### src/design/dpt_regs.svh
// Register offsets, field positions, reset values and mode codes of the timer
`ifndef DPT_REGS_SVH
`define DPT_REGS_SVH

// ----------------------------------------------------------------------
// Register byte offsets
// ----------------------------------------------------------------------
`define DPT_OFS_CTL0 12'h000
`define DPT_OFS_CTL1 12'h004
`define DPT_OFS_COUNT 12'h008
`define DPT_OFS_PWM 12'h00c
`define DPT_OFS_RELOAD 12'h010
`define DPT_OFS_DBAND 12'h014

// ----------------------------------------------------------------------
// Field positions
// ----------------------------------------------------------------------
`define DPT_CTL0_EN 7
`define DPT_CTL0_POL 6
`define DPT_CTL0_PRESC_HI 5
`define DPT_CTL0_PRESC_LO 3
`define DPT_CTL0_MODE_HI 2
`define DPT_CTL0_MODE_LO 0
`define DPT_CTL1_MODEHI 0
`define DPT_CTL1_CAPFLAG 1

// ----------------------------------------------------------------------
// Mode codes of {mode_high_select_bit, mode}
// ----------------------------------------------------------------------
`define DPT_CODE_CAPTURE 4'h3
`define DPT_CODE_DUAL_PWM 4'h8

// ----------------------------------------------------------------------
// Reset and restart values
// ----------------------------------------------------------------------
`define DPT_RESTART 16'h0001
`define DPT_RST_COUNT 16'h0001
`define DPT_RST_PWM 16'h0000
`define DPT_RST_RELOAD 16'hffff
`define DPT_RST_DBAND 8'h00

`endif

### src/design/dpt_pkg.sv
// Types shared by the dual PWM and capture timer
`default_nettype none
package dpt_pkg;

    typedef enum logic [1:0] {DPT_CONT, DPT_CAPTURE, DPT_DUAL_PWM} dpt_mode_t;

    typedef struct packed {
        logic psel;
        logic penable;
        logic pwrite;
        logic [11:0] paddr;
        logic [31:0] pwdata;
    } dpt_apb_req_t;

    typedef struct packed {
        logic pready;
        logic pslverr;
        logic [31:0] prdata;
    } dpt_apb_rsp_t;

    typedef struct packed {
        logic en;
        logic pol;
        logic [2:0] presc;
        logic [2:0] mode;
        logic mode_hi;
        logic cap_flag;
        logic [15:0] count;
        logic [15:0] pwm;
        logic [15:0] reload;
        logic [7:0] dband;
        logic [2:0] tin_sync;
        logic irq;
        logic pin_oe;
        dpt_apb_rsp_t rsp;
    } dpt_state_t;

    typedef struct packed {
        logic [6:0] cnt;
        logic tick;
    } dpt_presc_st_t;

    typedef struct packed {
        logic prev;
        logic [7:0] cnt;
        logic out_p;
        logic out_n;
    } dpt_db_st_t;

endpackage
`default_nettype wire

### src/design/dpt_deadband.sv
// Complementary output pair with deadband after every transition
`timescale 1ns/1ps
`default_nettype none
module dpt_deadband
(
    // Clock and reset
    input wire logic ref_clk,
    input wire logic rstn,
    // Waveform and delay
    input wire logic raw,
    input wire logic [7:0] dband,
    // Outputs
    output logic out_p,
    output logic out_n
);
    dpt_pkg::dpt_db_st_t st;
    dpt_pkg::dpt_db_st_t next_st;

    // ------------------------------------------------------------------
    // Deadband
    // ------------------------------------------------------------------
    always_comb
    begin
        next_st = st;
        next_st.prev = raw;
        if (raw != st.prev)
        begin
            next_st.cnt = dband;
        end
        else if (st.cnt != 8'h00)
        begin
            next_st.cnt = st.cnt - 8'h01;
        end
        if (raw != st.prev ? dband != 8'h00 : st.cnt > 8'h01)
        begin
            next_st.out_p = 1'b0;
            next_st.out_n = 1'b0;
        end
        else
        begin
            next_st.out_p = raw;
            next_st.out_n = ~raw;
        end
    end

    always_ff @(posedge ref_clk or negedge rstn)
    begin
        if (!rstn)
            st <= '0;
        else
            st <= next_st;
    end

    assign out_p = st.out_p;
    assign out_n = st.out_n;
endmodule
`default_nettype wire

### src/design/dpt_prescaler.sv
// Prescaler giving one tick every 2**presc system clocks
`timescale 1ns/1ps
`default_nettype none
module dpt_prescaler
(
    // Clock and reset
    input wire logic ref_clk,
    input wire logic rstn,
    // Control
    input wire logic run,
    input wire logic [2:0] presc,
    // Tick
    output logic tick
);
    dpt_pkg::dpt_presc_st_t st;
    dpt_pkg::dpt_presc_st_t next_st;
    logic [6:0] last;

    // ------------------------------------------------------------------
    // Divider
    // ------------------------------------------------------------------
    always_comb
    begin
        next_st = st;
        last = 7'((8'h01 << presc) - 8'h01);
        next_st.tick = 1'b0;
        if (!run)
        begin
            next_st.cnt = 7'h00;
        end
        else if (st.cnt >= last)
        begin
            next_st.cnt = 7'h00;
            next_st.tick = 1'b1;
        end
        else
        begin
            next_st.cnt = st.cnt + 7'h01;
        end
    end

    always_ff @(posedge ref_clk or negedge rstn)
    begin
        if (!rstn)
            st <= '0;
        else
            st <= next_st;
    end

    assign tick = st.tick;
endmodule
`default_nettype wire

### src/design/dpt_timer.sv
// Dual PWM and capture timer with APB register access
`timescale 1ns/1ps
`default_nettype none
`include "dpt_regs.svh"
module dpt_timer
(
    // Clock and reset
    input wire logic ref_clk,
    input wire logic rstn,
    // APB slave
    input wire dpt_pkg::dpt_apb_req_t apb_req,
    output dpt_pkg::dpt_apb_rsp_t apb_rsp,
    // Timer pins
    input wire logic tin,
    output logic tout,
    output logic tout_n,
    output logic tout_n_oe,
    // Interrupt request pulse
    output logic timer_irq
);
    dpt_pkg::dpt_state_t st;
    dpt_pkg::dpt_state_t next_st;
    dpt_pkg::dpt_mode_t mode;
    logic tick;
    logic raw;
    logic at_reload;
    logic cap_evt;
    logic access;
    logic done;
    logic wr_count;

    // ------------------------------------------------------------------
    // Mode decode
    // ------------------------------------------------------------------
    function automatic dpt_pkg::dpt_mode_t decode_mode(input logic hi, input logic [2:0] m);
        case ({hi, m})
            `DPT_CODE_CAPTURE: decode_mode = dpt_pkg::DPT_CAPTURE;
            `DPT_CODE_DUAL_PWM: decode_mode = dpt_pkg::DPT_DUAL_PWM;
            default: decode_mode = dpt_pkg::DPT_CONT;
        endcase
    endfunction

    assign mode = decode_mode(st.mode_hi, st.mode);

    // ------------------------------------------------------------------
    // Submodules
    // ------------------------------------------------------------------
    dpt_prescaler u_presc
    (
        .ref_clk(ref_clk),
        .rstn(rstn),
        .run(st.en),
        .presc(st.presc),
        .tick(tick)
    );

    assign raw = (st.en && mode == dpt_pkg::DPT_DUAL_PWM) ? ((st.count > st.pwm) ^ st.pol)
                                                          : st.pol;

    dpt_deadband u_db
    (
        .ref_clk(ref_clk),
        .rstn(rstn),
        .raw(raw),
        .dband(st.dband),
        .out_p(tout),
        .out_n(tout_n)
    );

    // ------------------------------------------------------------------
    // Next state
    // ------------------------------------------------------------------
    assign at_reload = st.count == st.reload;
    assign access = apb_req.psel && apb_req.penable;
    assign done = access && st.rsp.pready;
    assign wr_count = done && apb_req.pwrite && apb_req.paddr == `DPT_OFS_COUNT;
    assign cap_evt = st.en && mode == dpt_pkg::DPT_CAPTURE &&
                     (st.pol ? (!st.tin_sync[1] && st.tin_sync[2])
                             : (st.tin_sync[1] && !st.tin_sync[2]));

    always_comb
    begin
        next_st = st;
        next_st.irq = 1'b0;
        next_st.tin_sync = {st.tin_sync[1:0], tin};
        next_st.pin_oe = mode == dpt_pkg::DPT_DUAL_PWM;

        if (st.en && tick)
        begin
            if (at_reload)
            begin
                next_st.count = `DPT_RESTART;
                next_st.irq = 1'b1;
                if (mode == dpt_pkg::DPT_CAPTURE)
                    next_st.cap_flag = 1'b0;
            end
            else
            begin
                next_st.count = st.count + 16'h0001;
            end
        end

        // APB response one cycle into access phase
        next_st.rsp.pready = access && !st.rsp.pready;
        next_st.rsp.pslverr = 1'b0;
        if (access && !st.rsp.pready)
        begin
            next_st.rsp.prdata = 32'h0000_0000;
            case (apb_req.paddr)
                `DPT_OFS_CTL0:
                    next_st.rsp.prdata[7:0] = {st.en, st.pol, st.presc, st.mode};
                `DPT_OFS_CTL1:
                    next_st.rsp.prdata[1:0] = {st.cap_flag, st.mode_hi};
                `DPT_OFS_COUNT: next_st.rsp.prdata[15:0] = st.count;
                `DPT_OFS_PWM: next_st.rsp.prdata[15:0] = st.pwm;
                `DPT_OFS_RELOAD: next_st.rsp.prdata[15:0] = st.reload;
                `DPT_OFS_DBAND: next_st.rsp.prdata[7:0] = st.dband;
                default: next_st.rsp.pslverr = 1'b1;
            endcase
        end

        // Writes take effect at the edge that completes the access
        if (done && apb_req.pwrite)
        begin
            case (apb_req.paddr)
                `DPT_OFS_CTL0:
                begin
                    next_st.en = apb_req.pwdata[`DPT_CTL0_EN];
                    next_st.pol = apb_req.pwdata[`DPT_CTL0_POL];
                    next_st.presc = apb_req.pwdata[`DPT_CTL0_PRESC_HI:`DPT_CTL0_PRESC_LO];
                    next_st.mode = apb_req.pwdata[`DPT_CTL0_MODE_HI:`DPT_CTL0_MODE_LO];
                end
                `DPT_OFS_CTL1:
                begin
                    next_st.mode_hi = apb_req.pwdata[`DPT_CTL1_MODEHI];
                    if (!apb_req.pwdata[`DPT_CTL1_CAPFLAG])
                        next_st.cap_flag = 1'b0;
                end
                `DPT_OFS_COUNT: next_st.count = apb_req.pwdata[15:0];
                `DPT_OFS_PWM: next_st.pwm = apb_req.pwdata[15:0];
                `DPT_OFS_RELOAD: next_st.reload = apb_req.pwdata[15:0];
                `DPT_OFS_DBAND: next_st.dband = apb_req.pwdata[7:0];
                default: next_st.en = st.en;
            endcase
        end

        if (cap_evt)
        begin
            next_st.pwm = st.count;
            next_st.cap_flag = 1'b1;
            next_st.irq = 1'b1;
        end
    end

    always_ff @(posedge ref_clk or negedge rstn)
    begin
        if (!rstn)
        begin
            st <= '0;
            st.count <= `DPT_RST_COUNT;
            st.pwm <= `DPT_RST_PWM;
            st.reload <= `DPT_RST_RELOAD;
            st.dband <= `DPT_RST_DBAND;
        end
        else
        begin
            st <= next_st;
        end
    end

    assign apb_rsp = st.rsp;
    assign tout_n_oe = st.pin_oe;
    assign timer_irq = st.irq;
endmodule
`default_nettype wire
### config.mk
export PLATFORM = sky130hd
export DESIGN_NAME = dpt_timer
export DESIGN_NICKNAME = d
export VERILOG_FILES = /design/src/design/dpt_pkg.sv /design/src/design/dpt_deadband.sv /design/src/design/dpt_prescaler.sv /design/src/design/dpt_timer.sv
export VERILOG_INCLUDE_DIRS = /design/src /design/src/design
export SDC_FILE = /design/constraint.sdc
export NUM_CORES = 1
export LEC_CHECK = 0
export ABC_AREA = 1
export BUFFER_PORTS_ARGS = -buffer_cell sky130_fd_sc_hd__clkbuf_2
export CAP_MARGIN = 25
export CORE_MARGIN = 5
export CORE_UTILIZATION = 55
export DETAILED_ROUTE_END_ITERATION = 12
export PLACE_DENSITY = 0.76
export SYNTH_ARGS = -nofsm -noshare
export SYNTH_HDL_FRONTEND = slang
export SYNTH_SLANG_ARGS = --single-unit
### constraint.sdc
create_clock -name ref_clk -period 2.8 [get_ports ref_clk]
set_input_delay 0.28 -clock ref_clk [delete_from_list [all_inputs] [get_ports ref_clk]]
set_output_delay 0.28 -clock ref_clk [all_outputs]
set_load 0.02 [all_outputs]
* After elaboration in Yosys (flattened, before gate mapping)
Index checks and enable logic that the tools add are counted.
** Cells by class
- Add/subtract/negate cells :: 4
- Order comparisons :: 3
- Equal/unequal tests :: 11
- Shift-type cells :: 1
- Mux-type cells :: 32
- Bitwise gates (word level) :: 2
- Reduce and logical (&&, ||, !) cells :: 25
** Operators with widths (count)
- two-way mux 16 bit :: 5
- two-way mux 57 bit :: 1
- two-way mux 33 bit :: 1
- one-hot mux 6 bit (5 select lines) :: 1
- == test 12 x 4 -> 1 bit (second input constant) :: 2
- == test 12 x 5 -> 1 bit (second input constant) :: 2
- two-way mux 8 bit :: 3
- one-hot mux 8 bit (3 select lines) :: 1
- two-way mux 17 bit :: 1
- adder 16 x 1 -> 16 bit (second input constant) :: 1
- == test 16 bit :: 1
- > comparator 16 bit :: 1
- nonzero test 8 bit :: 2
- two-way mux 1 bit :: 14
- two-way mux 7 bit :: 2
- == test 12 x 3 -> 1 bit (second input constant) :: 1
- zero test 12 bit :: 1
- one-hot mux 2 bit (6 select lines) :: 1
- logical AND 1 bit :: 10
- AND reduction 2 bit :: 5
- > comparator 8 x 1 -> 1 bit (second input constant) :: 1
- subtractor 8 x 1 -> 8 bit (second input constant) :: 1
- adder 7 x 1 -> 7 bit (second input constant) :: 1
- >= comparator 7 bit :: 1
- other kinds (14) :: 18
** Word-level totals
- Bits in registers :: 108
- Input port bits :: 50
- Output and inout bits :: 38
- Word-level logic and storage cells :: 100

* Logic depth before layout (Yosys ltp)
Gate-level depths: netlist of run 1.
- Word-level depth :: 10
- Depth in mapped cells :: 17

* Cells and area by module
From an unflattened synthesis of run 1, not the netlist that was laid out.
** Unflattened totals
- Cell total of the unflattened synthesis :: 965
- Area total of the unflattened synthesis :: 7045.5 um2
** Modules (own cells, without submodules)
- dpt_timer :: instances 1, cells an instance 782, area an instance 5734.2 um2
- dpt_deadband :: instances 1, cells an instance 98, area an instance 698.2 um2
- dpt_prescaler :: instances 1, cells an instance 85, area an instance 613.1 um2

* Worst setup path before layout of run 1
OpenSTA, ideal clock, no wires.
- Path type :: register to register
- From :: reg st[102] in the netlist's numbering
- To :: reg u_presc.st[1] in the netlist's numbering
- Arrival :: 1928 ps
- Path slack :: 795 ps
- Cell stages (with the launch flop) :: 12
- Buffers on the path :: 0
- Period minus slack after synthesis :: 2005 ps
- Path through :: dfrtp_1 inv_1 nand2_1 ha_1 inv_1 a22oi_1 o211ai_1 ha_1 a21oi_1 o21a_1 nand4_1 nor2_1
** RTL lines
- from (decl) :: RTL line dpt_timer.sv:21 : dpt_pkg::dpt_state_t st;
- from (signal assigned) :: RTL line dpt_timer.sv:167 : st <= next_st;
- to (signal assigned) :: RTL line dpt_prescaler.sv:47 : st <= next_st;
- to (decl) :: RTL line dpt_prescaler.sv:15 : dpt_pkg::dpt_presc_st_t st;

==> metrics.yaml, run 1 <==
htree_num_levels: 3
critical-path-top-delay-family: "compound AO/OA/AOI/OAI gates"
finalSetupTns_ps: 0
min_from: "tin"
cts_inserted_buffers: 9
r2r_end: "u_presc.st[5]"
cts_tree: "yes"
status: "finished, final reports clean"
ys_ff_latch: 108
final_nets: 961
avgRoutedWirePerCell_um: 15.84
first_pass_iters: 7
cp_max_fo: 7
period_share: 0.8564
grt_pass1_vias: 5383
groute.usage.overall: 0.2332
ir_worst_vdd_v: 0.0002311
clock_latency_ps: 360
gr-total-overflow: 0
criticalPathCategory: "reg2reg"
clk_path_buf_depth: 2
vias_per_cell: 5.562
gp_congestion: 0.9696
stdcell_count: 1035
crit_path_start_kind: "flip-flop"
leakage_uw: 0.003427
antenna-diode-count: 0
hold_violations: 0
die_w_um: 120.8
ys_warn_count: 0
drc: 0
crit_required_ps: 3080
dieArea_um2: 14600
grt_pass1_wl_mm: 27.13
fin_skew_ps: 8.532
min_path_cells: 1
cts_resized: 0
multi_input_area_um2: 3314
drt_iter0_drc: 577
slowest_delay_ps: 430
worst_slew_margin_rel: 0.5810
grt_max_degree: 63
min_period_ps: 2398
portBuffers: 55
cp.buffers_inverters: 2
reg2reg_from: "st[102]"
slew_viol_final: 0
max_freq_ghz: 0.4170
area_growth_pct: 8.721
place_inst: 1018
core-area_um2: 12010
yosysSeqAreaShare: 0.4031
worstPathArrival_ps: 2680
ys_types: 50
routed_wl_mm: 16.40
drive_gt1_frac: 0.1926
hpwl_mm: 12.24
register_area_um2: 2724
slowest_stage: "dfrtp_1"
synth_edf_count: 0
antenna_found_initial: 0
netlist_area_um2: 6758
pwr_density_cell_nw_per_um2: 484.6
post_cts_buffers: 0
boundaryPins: 88
synth_top_flop_cell: "dfrtp_1"
final_common_cell: "nand2_1"
worstMarginPinSlew_ps: 628.5
hp-class: "in2reg"
r2r_cells: 11
syn_avg_cell_area_um2: 8.035
layout_common_cells: "nand2_1, inv_1, o21ai_0, dfrtp_1, nor2_1"
cts-root-buf: "clkbuf_16"
rsz0062_at_grt: "no"
max_cap_viol_count: 0
vias: 5757
path_clk_slew_ps: 80
ff2ff_setup_slack_ps: 400
finalSetupViolations: 0
syn_inst: 841
die_h_um: 120.8
cts.sinks: 108
synth-async-reset-ratio: 1.000
path_cells: "inv_1 > nand2_1 > ha_1 > inv_1 > a22oi_1 > o211ai_1 > ha_1 > a21oi_1 > o21a_1 > nand4_1 > nor2_1"
ant_nets: 0
critPathCaptureType: "flip-flop"
hold_end: "next_st[37]"
row_count: 40
start_util: 0.5626
fillers: 1121
## cell type report
| type | count | share of cell area |
|---|---|---|
| Clock buffer | 11 | 0.03440 |
| Clock inverter | 5 | 0.009196 |
| Inverter | 114 | 0.05841 |
| Multi-Input combinational cell | 584 | 0.4511 |
| Sequential cell | 108 | 0.3707 |
| Tap cell | 147 | 0.02503 |
| Timing Repair Buffer | 66 | 0.05109 |
## cell families after synthesis
family,count (synthesis),share of synthesized area
buffers and inverters,164,0.1148
AND/OR/NAND/NOR,325,0.2318
XOR/XNOR,25,0.03240
flip-flops,108,0.4031
adder cells (fa/ha/maj),28,0.05184
other,1,0.0005549
AO/OA/AOI/OAI,190,0.1655
## layer usage
layer	up-vias	wire (µm)	GRT usage
met5	-	0	0
met4	0	341	0.07507
met3	30	1208	0.03414
met2	228	7075	0.3494
met1	2678	7770	0.3471
li1	2821	-	-
## sequential cells by signal, indices dropped and copies added (netlist names), 2 cells and up
signal      cells
apb_rsp        18
next_st         2
st             67
u_db.st         9
u_presc.st      7
## timing repair
action                     4_1_cts  5_1_grt
hold buffers                     1        0
setup endpoints to repair        0        0
hold endpoints to repair        35        0
## how the worst max path moves through the flow
stage | slack, ps | startpoint | depth (start not counted) | to
global route | 170 | st[102] | 11 | u_presc.st[4]
global placement | 500 | st[102] | 11 | u_presc.st[3]
finish | 400 | st[102] | 11 | u_presc.st[5]
floorplan | 790 | st[102] | 11 | u_presc.st[1]
CTS | 400 | st[102] | 11 | u_presc.st[5]
detailed placement | 450 | st[102] | 11 | u_presc.st[5]
## per-stage QoR
stage / hold slack [ps] / setup WS, ps / total power [µW] / instance area [µm²] / util
finish: 22.28 / 402.1 / 3560 / 7347 / 0.6117
global route: 10.97 / 172.5 / 3721 / 7347 / 0.6117
CTS: 16.23 / 399.1 / 3572 / 7347 / 0.6117
detailed placement: 333.7 / 446.5 / 2214 / 7017 / 0.5842
global placement: 328.3 / 495.2 / 2198 / 7017 / 0.5842
floorplan: -15.59 / 794.8 / 2100 / 6814 / -
## Yosys cell counts (2+ instances only)
| cell type | count | share of area |
|---|---|---|
| a21oi_1 | 18 | 0.013 |
| a31oi_1 | 5 | 0.0046 |
| buf_4 | 34 | 0.038 |
| buf_6 | 4 | 0.0067 |
| clkbuf_1 | 11 | 0.0061 |
| dfrtp_1 | 91 | 0.34 |
| dfstp_2 | 17 | 0.066 |
| ha_1 | 28 | 0.052 |
| inv_1 | 110 | 0.061 |
| inv_2 | 2 | 0.0011 |
| nand2_1 | 154 | 0.086 |
| nand2_2 | 25 | 0.023 |
| nand2_4 | 3 | 0.0050 |
| nand3_1 | 24 | 0.018 |
| nand3_2 | 4 | 0.0059 |
| nand3_4 | 2 | 0.0052 |
| nand3b_1 | 3 | 0.0033 |
| nand4_1 | 17 | 0.016 |
| nor2_1 | 59 | 0.033 |
| nor2_2 | 4 | 0.0037 |
| nor3_1 | 16 | 0.012 |
| nor3_4 | 3 | 0.0072 |
| nor4_1 | 3 | 0.0028 |
| o2111ai_1 | 2 | 0.0026 |
| o21ai_0 | 94 | 0.070 |
| o21ai_1 | 9 | 0.0067 |
| o21ai_2 | 23 | 0.030 |
| o22ai_1 | 31 | 0.029 |
| xnor2_1 | 6 | 0.0078 |
| xor2_1 | 19 | 0.025 |
## power breakdown
part	total [µW]	internal, µW	leakage (µW)	switching (µW)
registers	1710	1640	0.00140	67.1
clock network	1370	756	0.000158	617
logic	477	194	0.00187	283
## worst register-to-register path, cell delays in order, from the launching register on
cell      delay [ps]
dfrtp_1          430
inv_1            130
nand2_1          130
ha_1             150
inv_1             80
a22oi_1          160
o211ai_1         140
ha_1             330
a21oi_1          160
o21a_1           150
nand4_1          280
nor2_1           190
(Power assumes the default switching activity.)
==> inputs of run 2 (changes only) <==
- CELL_PAD_IN_SITES_DETAIL_PLACEMENT: unset -> 0
- CELL_PAD_IN_SITES_GLOBAL_PLACEMENT: unset -> 2
- CORE_UTILIZATION: 55 -> 35
- PLACE_DENSITY: 0.76 -> unset
- PLACE_DENSITY_LB_ADDON: unset -> 0.1
==> run 2 against run 1 <==
Sequential share of layout area decreased by 0.64 points. Combinational power about the same. Largest cell class unchanged. Critical path type unchanged. Final area increased by 1.8%. Sequential power barely moved. Critical path depth stayed put. Power down 5.1%. Non-clock buffer count is 6 higher. Clock power is 13% lower.
==> metrics.yaml, run 2 (synthesized netlist as in run 1, its figures left out) <==
status: "finished, final reports clean"  # unchanged
clk_path_buf_depth: 2  # unchanged
cts-root-buf: "clkbuf_16"  # unchanged
pwr-share-comb: 0.141  # was 0.134
pwr_density_cell_nw_per_um2: 452.0  # was 484.6 nW/µm²
criticalPathCategory: "reg2reg"  # unchanged
grt_pass1_vias: 5609  # was 5383
die_h_um: 149.0  # was 120.8 µm
first_pass_iters: 5  # was 7
fin_skew_ps: 9.195  # was 8.532 ps
cts.sinks: 108  # unchanged
critPathCaptureType: "flip-flop"  # unchanged
final_nets: 967  # was 961
post_cts_buffers: 0  # unchanged
crit_required_ps: 3080  # about the same
ir_worst_vdd_v: 0.0002565  # was 0.0002311 V
slew_viol_final: 0  # unchanged
worstMarginPinSlew_ps: 601.8  # was 628.5 ps
p_switching_uw: 938.8  # was 967.8 µW
htree_num_levels: 3  # unchanged
utilization: 0.3970  # was 0.6117
cell_internal_pwr_uw: 2440  # was 2592 µW
ant_nets: 0  # unchanged
dpl_cell_area_um2: 7203  # was 7017 µm²
routed_wl_mm: 19.67  # was 16.40 mm
seq_power_share: 0.506  # was 0.480
groute.usage.overall: 0.1816  # was 0.2332
antenna_found_initial: 0  # unchanged
multi_input_area_um2: 3314  # unchanged
grt_max_degree: 81  # was 63
finalSetupViolations: 0  # unchanged
fillers: 1983  # was 1121
top_register: "st"  # unchanged
clock_latency_ps: 350  # was 360 ps
max_freq_ghz: 0.4227  # was 0.4170 GHz
worstPathArrival_ps: 2640  # was 2680 ps
crit_path_start_kind: "flip-flop"  # unchanged
cts_inserted_buffers: 9  # unchanged
slowest_stage: "dfrtp_1"  # unchanged
antenna-diode-count: 0  # unchanged
cp_max_fo: 7  # unchanged
fin_area_um2: 7476  # was 7347 µm²
area_growth_pct: 10.63  # was 8.721%
final_common_cell: "nand2_1"  # unchanged
vias_per_cell: 4.873  # was 5.562
register_area_um2: 2724  # unchanged
portBuffers: 55  # unchanged
grt_pass1_wl_mm: 31.63  # was 27.13 mm
dp_slack_ps: 436.8  # was 446.5 ps
p_clk_frac: 0.353  # was 0.386
path_clk_slew_ps: 70  # was 80 ps
gp_congestion: 0.8476  # was 0.9696
leakage_uw: 0.003426  # was 0.003427 µW
fin_ws_ps: 434.3  # was 402.1 ps
start_util: 0.3589  # was 0.5626
min_period_ps: 2366  # was 2398 ps
dieArea_um2: 22190  # was 14600 µm²
drt_iter0_drc: 389  # was 577
avgRoutedWirePerCell_um: 17.05  # was 15.84 µm
critical-path-top-delay-family: "compound AO/OA/AOI/OAI gates"  # unchanged
hp-class: "in2reg"  # unchanged
hold_violations: 0  # unchanged
max_cap_viol_count: 0  # unchanged
finalSetupTns_ps: 0  # unchanged
hold_ws_ps: 58.23  # was 22.28 ps
row_count: 50  # was 40
core-area_um2: 18830  # was 12010 µm²
drive_gt1_frac: 0.1946  # was 0.1926
slowest_delay_ps: 430  # about the same
cp.buffers_inverters: 2  # unchanged
swShare: 0.2778  # was 0.2719
boundaryPins: 88  # unchanged
period_share: 0.8449  # was 0.8564
worst_slew_margin_rel: 0.5988  # was 0.5810
cts_tree: "yes"  # unchanged
drc: 0  # unchanged
path_cells: "inv_1 > nand2_1 > ha_1 > inv_1 > a22oi_1 > o211ai_1 > ha_1 > a21oi_1 > o21a_1 > nand4_1 > nor2_1"  # unchanged
gr-total-overflow: 0  # unchanged
rsz0062_at_grt: "no"  # unchanged
vias: 5623  # was 5757
largest_reg_flops: 67  # unchanged
layout_common_cells: "nand2_1, inv_1, o21ai_0, dfrtp_1, nor2_1"  # unchanged
die_w_um: 149.0  # was 120.8 µm
hpwl_mm: 14.84  # was 12.24 mm
==> run 2: worst paths after layout <==
kind	start	endpoint	slack, ps	cells past startpoint
min in group asynchronous	rstn	u_db.st[2]	390	2
worst min register to register	next_st[37]	next_st[38]	360	0
worst max register to register	st[102]	u_presc.st[6]	430	11
worst min-delay path	tin	next_st[37]	60	1
max in group asynchronous	rstn	st[59]	1610	3
worst max-delay path	st[102]	u_presc.st[6]	430	11
==> run 2: worst register-to-register path, stage by stage (launching register included) <==
cell      delay, ps
dfrtp_1         430
inv_1           140
nand2_1         130
ha_1            140
inv_1            80
a22oi_1         170
o211ai_1        140
ha_1            340
a21oi_1         150
o21a_1          150
nand4_1         260
nor2_1          170
==> run 2: metal layers <==
metal  vias to the layer above  global-route usage  wire, µm
li1                       2829                   -         -
met1                      2655              0.2785     10170
met2                       129              0.2720      8507
met3                        10             0.02796       842
met4                         0             0.03432       155
met5                         -                   0         0
==> run 2: area by class of cell <==
type                            instances  share of cell area
Multi-Input combinational cell        584              0.4433
Sequential cell                       108              0.3644
Inverter                              114             0.05741
Timing Repair Buffer                   72             0.05623
Tap cell                              260             0.04351
Clock buffer                           12             0.03163
Clock inverter                          4            0.003515
==> run 2: power by group through the flow <==
| stage | Combinational [µW] | Clock, µW | Sequential [µW] |
|---|---|---|---|
| finish | 475 | 1190 | 1710 |
| floorplan | 374 | 0 | 1730 |
| CTS | 483 | 1240 | 1710 |
| global placement | 477 | 0 | 1740 |
| global route | 536 | 1300 | 1720 |
| detailed placement | 482 | 0 | 1740 |
==> run 2: metrics by stage <==
stage	total power (µW)	std cells
6_report	3379	1154
4_1_cts	3434	1154
2_1_floorplan	2100	856
3_5_place_dp	2220	1137
5_1_grt	3554	1154
3_3_place_gp	2212	1137
==> run 2: repair_timing <==
item	in CTS	in global routing
hold buffers	1	0
endpoints found under the hold margin	28	0
resized for setup	0	0
==> inputs of run 3 (changes only) <==
- CORE_UTILIZATION: 35 -> 31
- clock period: 2.8 -> 1.9 ns (I/O delays scaled with it)
==> run 3 against run 2 <==
The run now ends with negative setup slack left. Clock power up 79%. Count of clock-buffer cells in the layout decreased by 3. Register-to-register slack got worse by 640 ps. Sequential share of layout area shrank 6.3 points. Clock skew shrank 1.1 ps. Setup slack worse by 640 ps. Sequential power is 47% higher. Non-clock buffer count up 114. Flip-flop and latch count stayed put. Die area is 12% higher. Worst hold slack improved by 15 ps. Routed wire length grew 9.7%. Critical path type unchanged. Largest power group unchanged.
==> metrics.yaml, run 3 (synthesized netlist as in run 1, its figures left out) <==
r2r_cells: 13  # was 11
path_cells: "nor2_2 > nand2_2 > ha_4 > inv_4 > xor2_1 > ha_1 > buf_4 > nand2_2 > nor2_2 > nand4_1 > nand4_1 > buf_6 > nor2_2"  # was inv_1 > nand2_1 > ha_1 > inv_1 > a22oi_1 > o211ai_1 > ha_1 > a21oi_1 > o21a_1 > nand4_1 > nor2_1
path_clk_slew_ps: 80  # was 70 ps
criticalPathCategory: "reg2reg"  # unchanged
start_util: 0.3126  # was 0.3589
critPathCaptureType: "flip-flop"  # unchanged
drive_gt1_frac: 0.3756  # was 0.1946
worstMarginPinSlew_ps: 525.6  # was 601.8 ps
pwr_density_cell_nw_per_um2: 602.6  # was 452.0 nW/µm²
status: "finished with violations"  # was finished, final reports clean
crit_path_start_kind: "flip-flop"  # unchanged
slew_viol_final: 0  # unchanged
register_area_um2: 2724  # unchanged
min_period_ps: 2101  # was 2366 ps
clock_latency_ps: 360  # was 350 ps
grt_pass1_wl_mm: 34.09  # was 31.63 mm
vias_per_cell: 4.732  # was 4.873
grt_max_degree: 38  # was 81
core-area_um2: 21620  # was 18830 µm²
drc: 0  # unchanged
cts-root-buf: "clkbuf_16"  # unchanged
largest_reg_flops: 67  # unchanged
die_h_um: 157.6  # was 149.0 µm
worstPathArrival_ps: 2400  # was 2640 ps
area_growth_pct: 33.79  # was 10.63%
critical-path-top-delay-family: "simple AND/OR/NAND/NOR gates"  # was compound AO/OA/AOI/OAI gates
multi_input_area_um2: 3807  # was 3314 µm²
fin_skew_ps: 8.091  # was 9.195 ps
grt_pass1_vias: 6101  # was 5609
finalSetupViolations: 18  # was 0
gp_congestion: 0.8444  # was 0.8476
gr-total-overflow: 0  # unchanged
top_register: "st"  # unchanged
final_common_cell: "nand2_1"  # unchanged
hp-class: "in2reg"  # unchanged
finalSetupTns_ps: -3098  # was 0 ps
violations: "negative setup slack"
boundaryPins: 88  # unchanged
cp_max_fo: 7  # unchanged
slowest_stage: "dfrtp_1"  # unchanged
ant_nets: 0  # unchanged
clk_path_buf_depth: 2  # unchanged
rsz0062_at_grt: "yes"  # was no
p_clk_frac: 0.391  # was 0.353
crit_cells: 13  # was 11
ir_worst_vdd_v: 0.0004553  # was 0.0002565 V
worst_slew_margin_rel: 0.6496  # was 0.5988
drt_iter0_drc: 335  # was 389
crit_required_ps: 2200  # was 3080 ps
hold_violations: 0  # unchanged
seq_power_share: 0.463  # was 0.506
final_nets: 1082  # was 967
swShare: 0.2792  # was 0.2778
max_freq_ghz: 0.4759  # was 0.4227 GHz
first_pass_iters: 5  # unchanged
cts_tree: "yes"  # unchanged
antenna_found_initial: 0  # unchanged
die_w_um: 157.6  # was 149.0 µm
pwr-share-comb: 0.146  # was 0.141
period_share: 1.106  # was 0.8449
avgRoutedWirePerCell_um: 16.74  # was 17.05 µm
groute.usage.overall: 0.1772  # was 0.1816
cts.sinks: 108  # unchanged
cts_inserted_buffers: 9  # unchanged
slowest_delay_ps: 420  # was 430 ps
antenna-diode-count: 0  # unchanged
design_power_total_uw: 5448  # was 3379 µW
row_count: 54  # was 50
worst_path_most_repeated_cell: "nor2_2"
routed_wl_mm: 21.58  # was 19.67 mm
portBuffers: 55  # unchanged
dieArea_um2: 24850  # was 22190 µm²
vias: 6099  # was 5623
cp.buffers_inverters: 3  # was 2
fillers: 2244  # was 1983
max_cap_viol_count: 0  # unchanged
fin_ws_ps: -201.2  # was 434.3 ps
htree_num_levels: 3  # unchanged
hpwl_mm: 16.74  # was 14.84 mm
dp_slack_ps: -344.8  # was 436.8 ps
cell_internal_pwr_uw: 3927  # was 2440 µW
min_path_cells: 3  # was 1
leakage_uw: 0.004149  # was 0.003426 µW
p_switching_uw: 1521  # was 938.8 µW
layout_common_cells: "nand2_1, buf_4, inv_1, dfrtp_1, o21ai_0"  # was nand2_1, inv_1, o21ai_0, dfrtp_1, nor2_1
==> run 3: cell types whose count changed in the layout (fill, tap and decap cells not counted), sizes merged, moves of 2 or more <==
cell    delta
bufinv     +2
clkinv     -2
inv        +4
buf      +113
clkbuf     -3
==> run 3: area by class of cell <==
cell class | instances | area share
tap | 280 | 0.03875
multi-input combinational | 585 | 0.4211
timing repair buffer | 186 | 0.1540
inverter | 114 | 0.04830
clock inverter | 7 | 0.01162
sequential | 108 | 0.3013
clock buffer | 9 | 0.02491
==> run 3: power groups by stage <==
stage / Clock (µW) / Sequential [µW] / Combinational [µW]
finish: 2130 / 2520 / 797
global route: 2300 / 2540 / 889
CTS: 2220 / 2520 / 771
detailed placement: 0 / 2570 / 743
global placement: 0 / 2560 / 733
floorplan: 0 / 2540 / 552
==> run 3: metrics by stage <==
step           utilization  instances  hold WS, ps  cell area [µm²]
6_report            0.4182       1289        73.42             9041
5_1_grt             0.4182       1289        68.11             9041
4_1_cts             0.3995       1274        49.71             8637
3_5_place_dp        0.3688       1246        204.8             7974
3_3_place_gp        0.3688       1246        208.6             7974
2_1_floorplan            -        856       -105.6             6845
==> run 3: worst paths after layout <==
kind                              from            end  slack (ps)
setup / recovery               st[101]  u_presc.st[7]        -200
hold reg to reg            next_st[37]    next_st[38]         380
max in group asynchronous         rstn         st[58]         890
min in group asynchronous         rstn     apb_rsp[3]         350
hold / removal             apb_req[10]         st[57]          70
setup reg to reg               st[101]  u_presc.st[7]        -200
==> run 3: routing by layer <==
layer  vias to the layer above  share of wire  global-route usage
met2                        99           0.46              0.2825
li1                       3068              -                   -
met5                         -              0                   0
met1                      2919           0.50              0.2562
met4                         0          0.010             0.03810
met3                        13          0.037             0.02624
==> run 3: worst register-to-register path: cells and delay by family, from the launching register on <==
family | cells | cell delay [ps]
XOR/XNOR | 1 | 150
flip-flops | 1 | 420
buffers and inverters | 3 | 370
adder cells (fa/ha/maj) | 2 | 450
AND/OR/NAND/NOR | 7 | 640
==> run 3: timing repair <==
action | 4_1_cts | 5_1_grt
cloned | 1 | 0
hold buffers | 2 | 0
resized for setup | 53 | 82
endpoints found under the setup margin | 29 | 42
pin swaps | 33 | 44
setup buffers | 9 | 16
endpoints found under the hold margin | 30 | 0
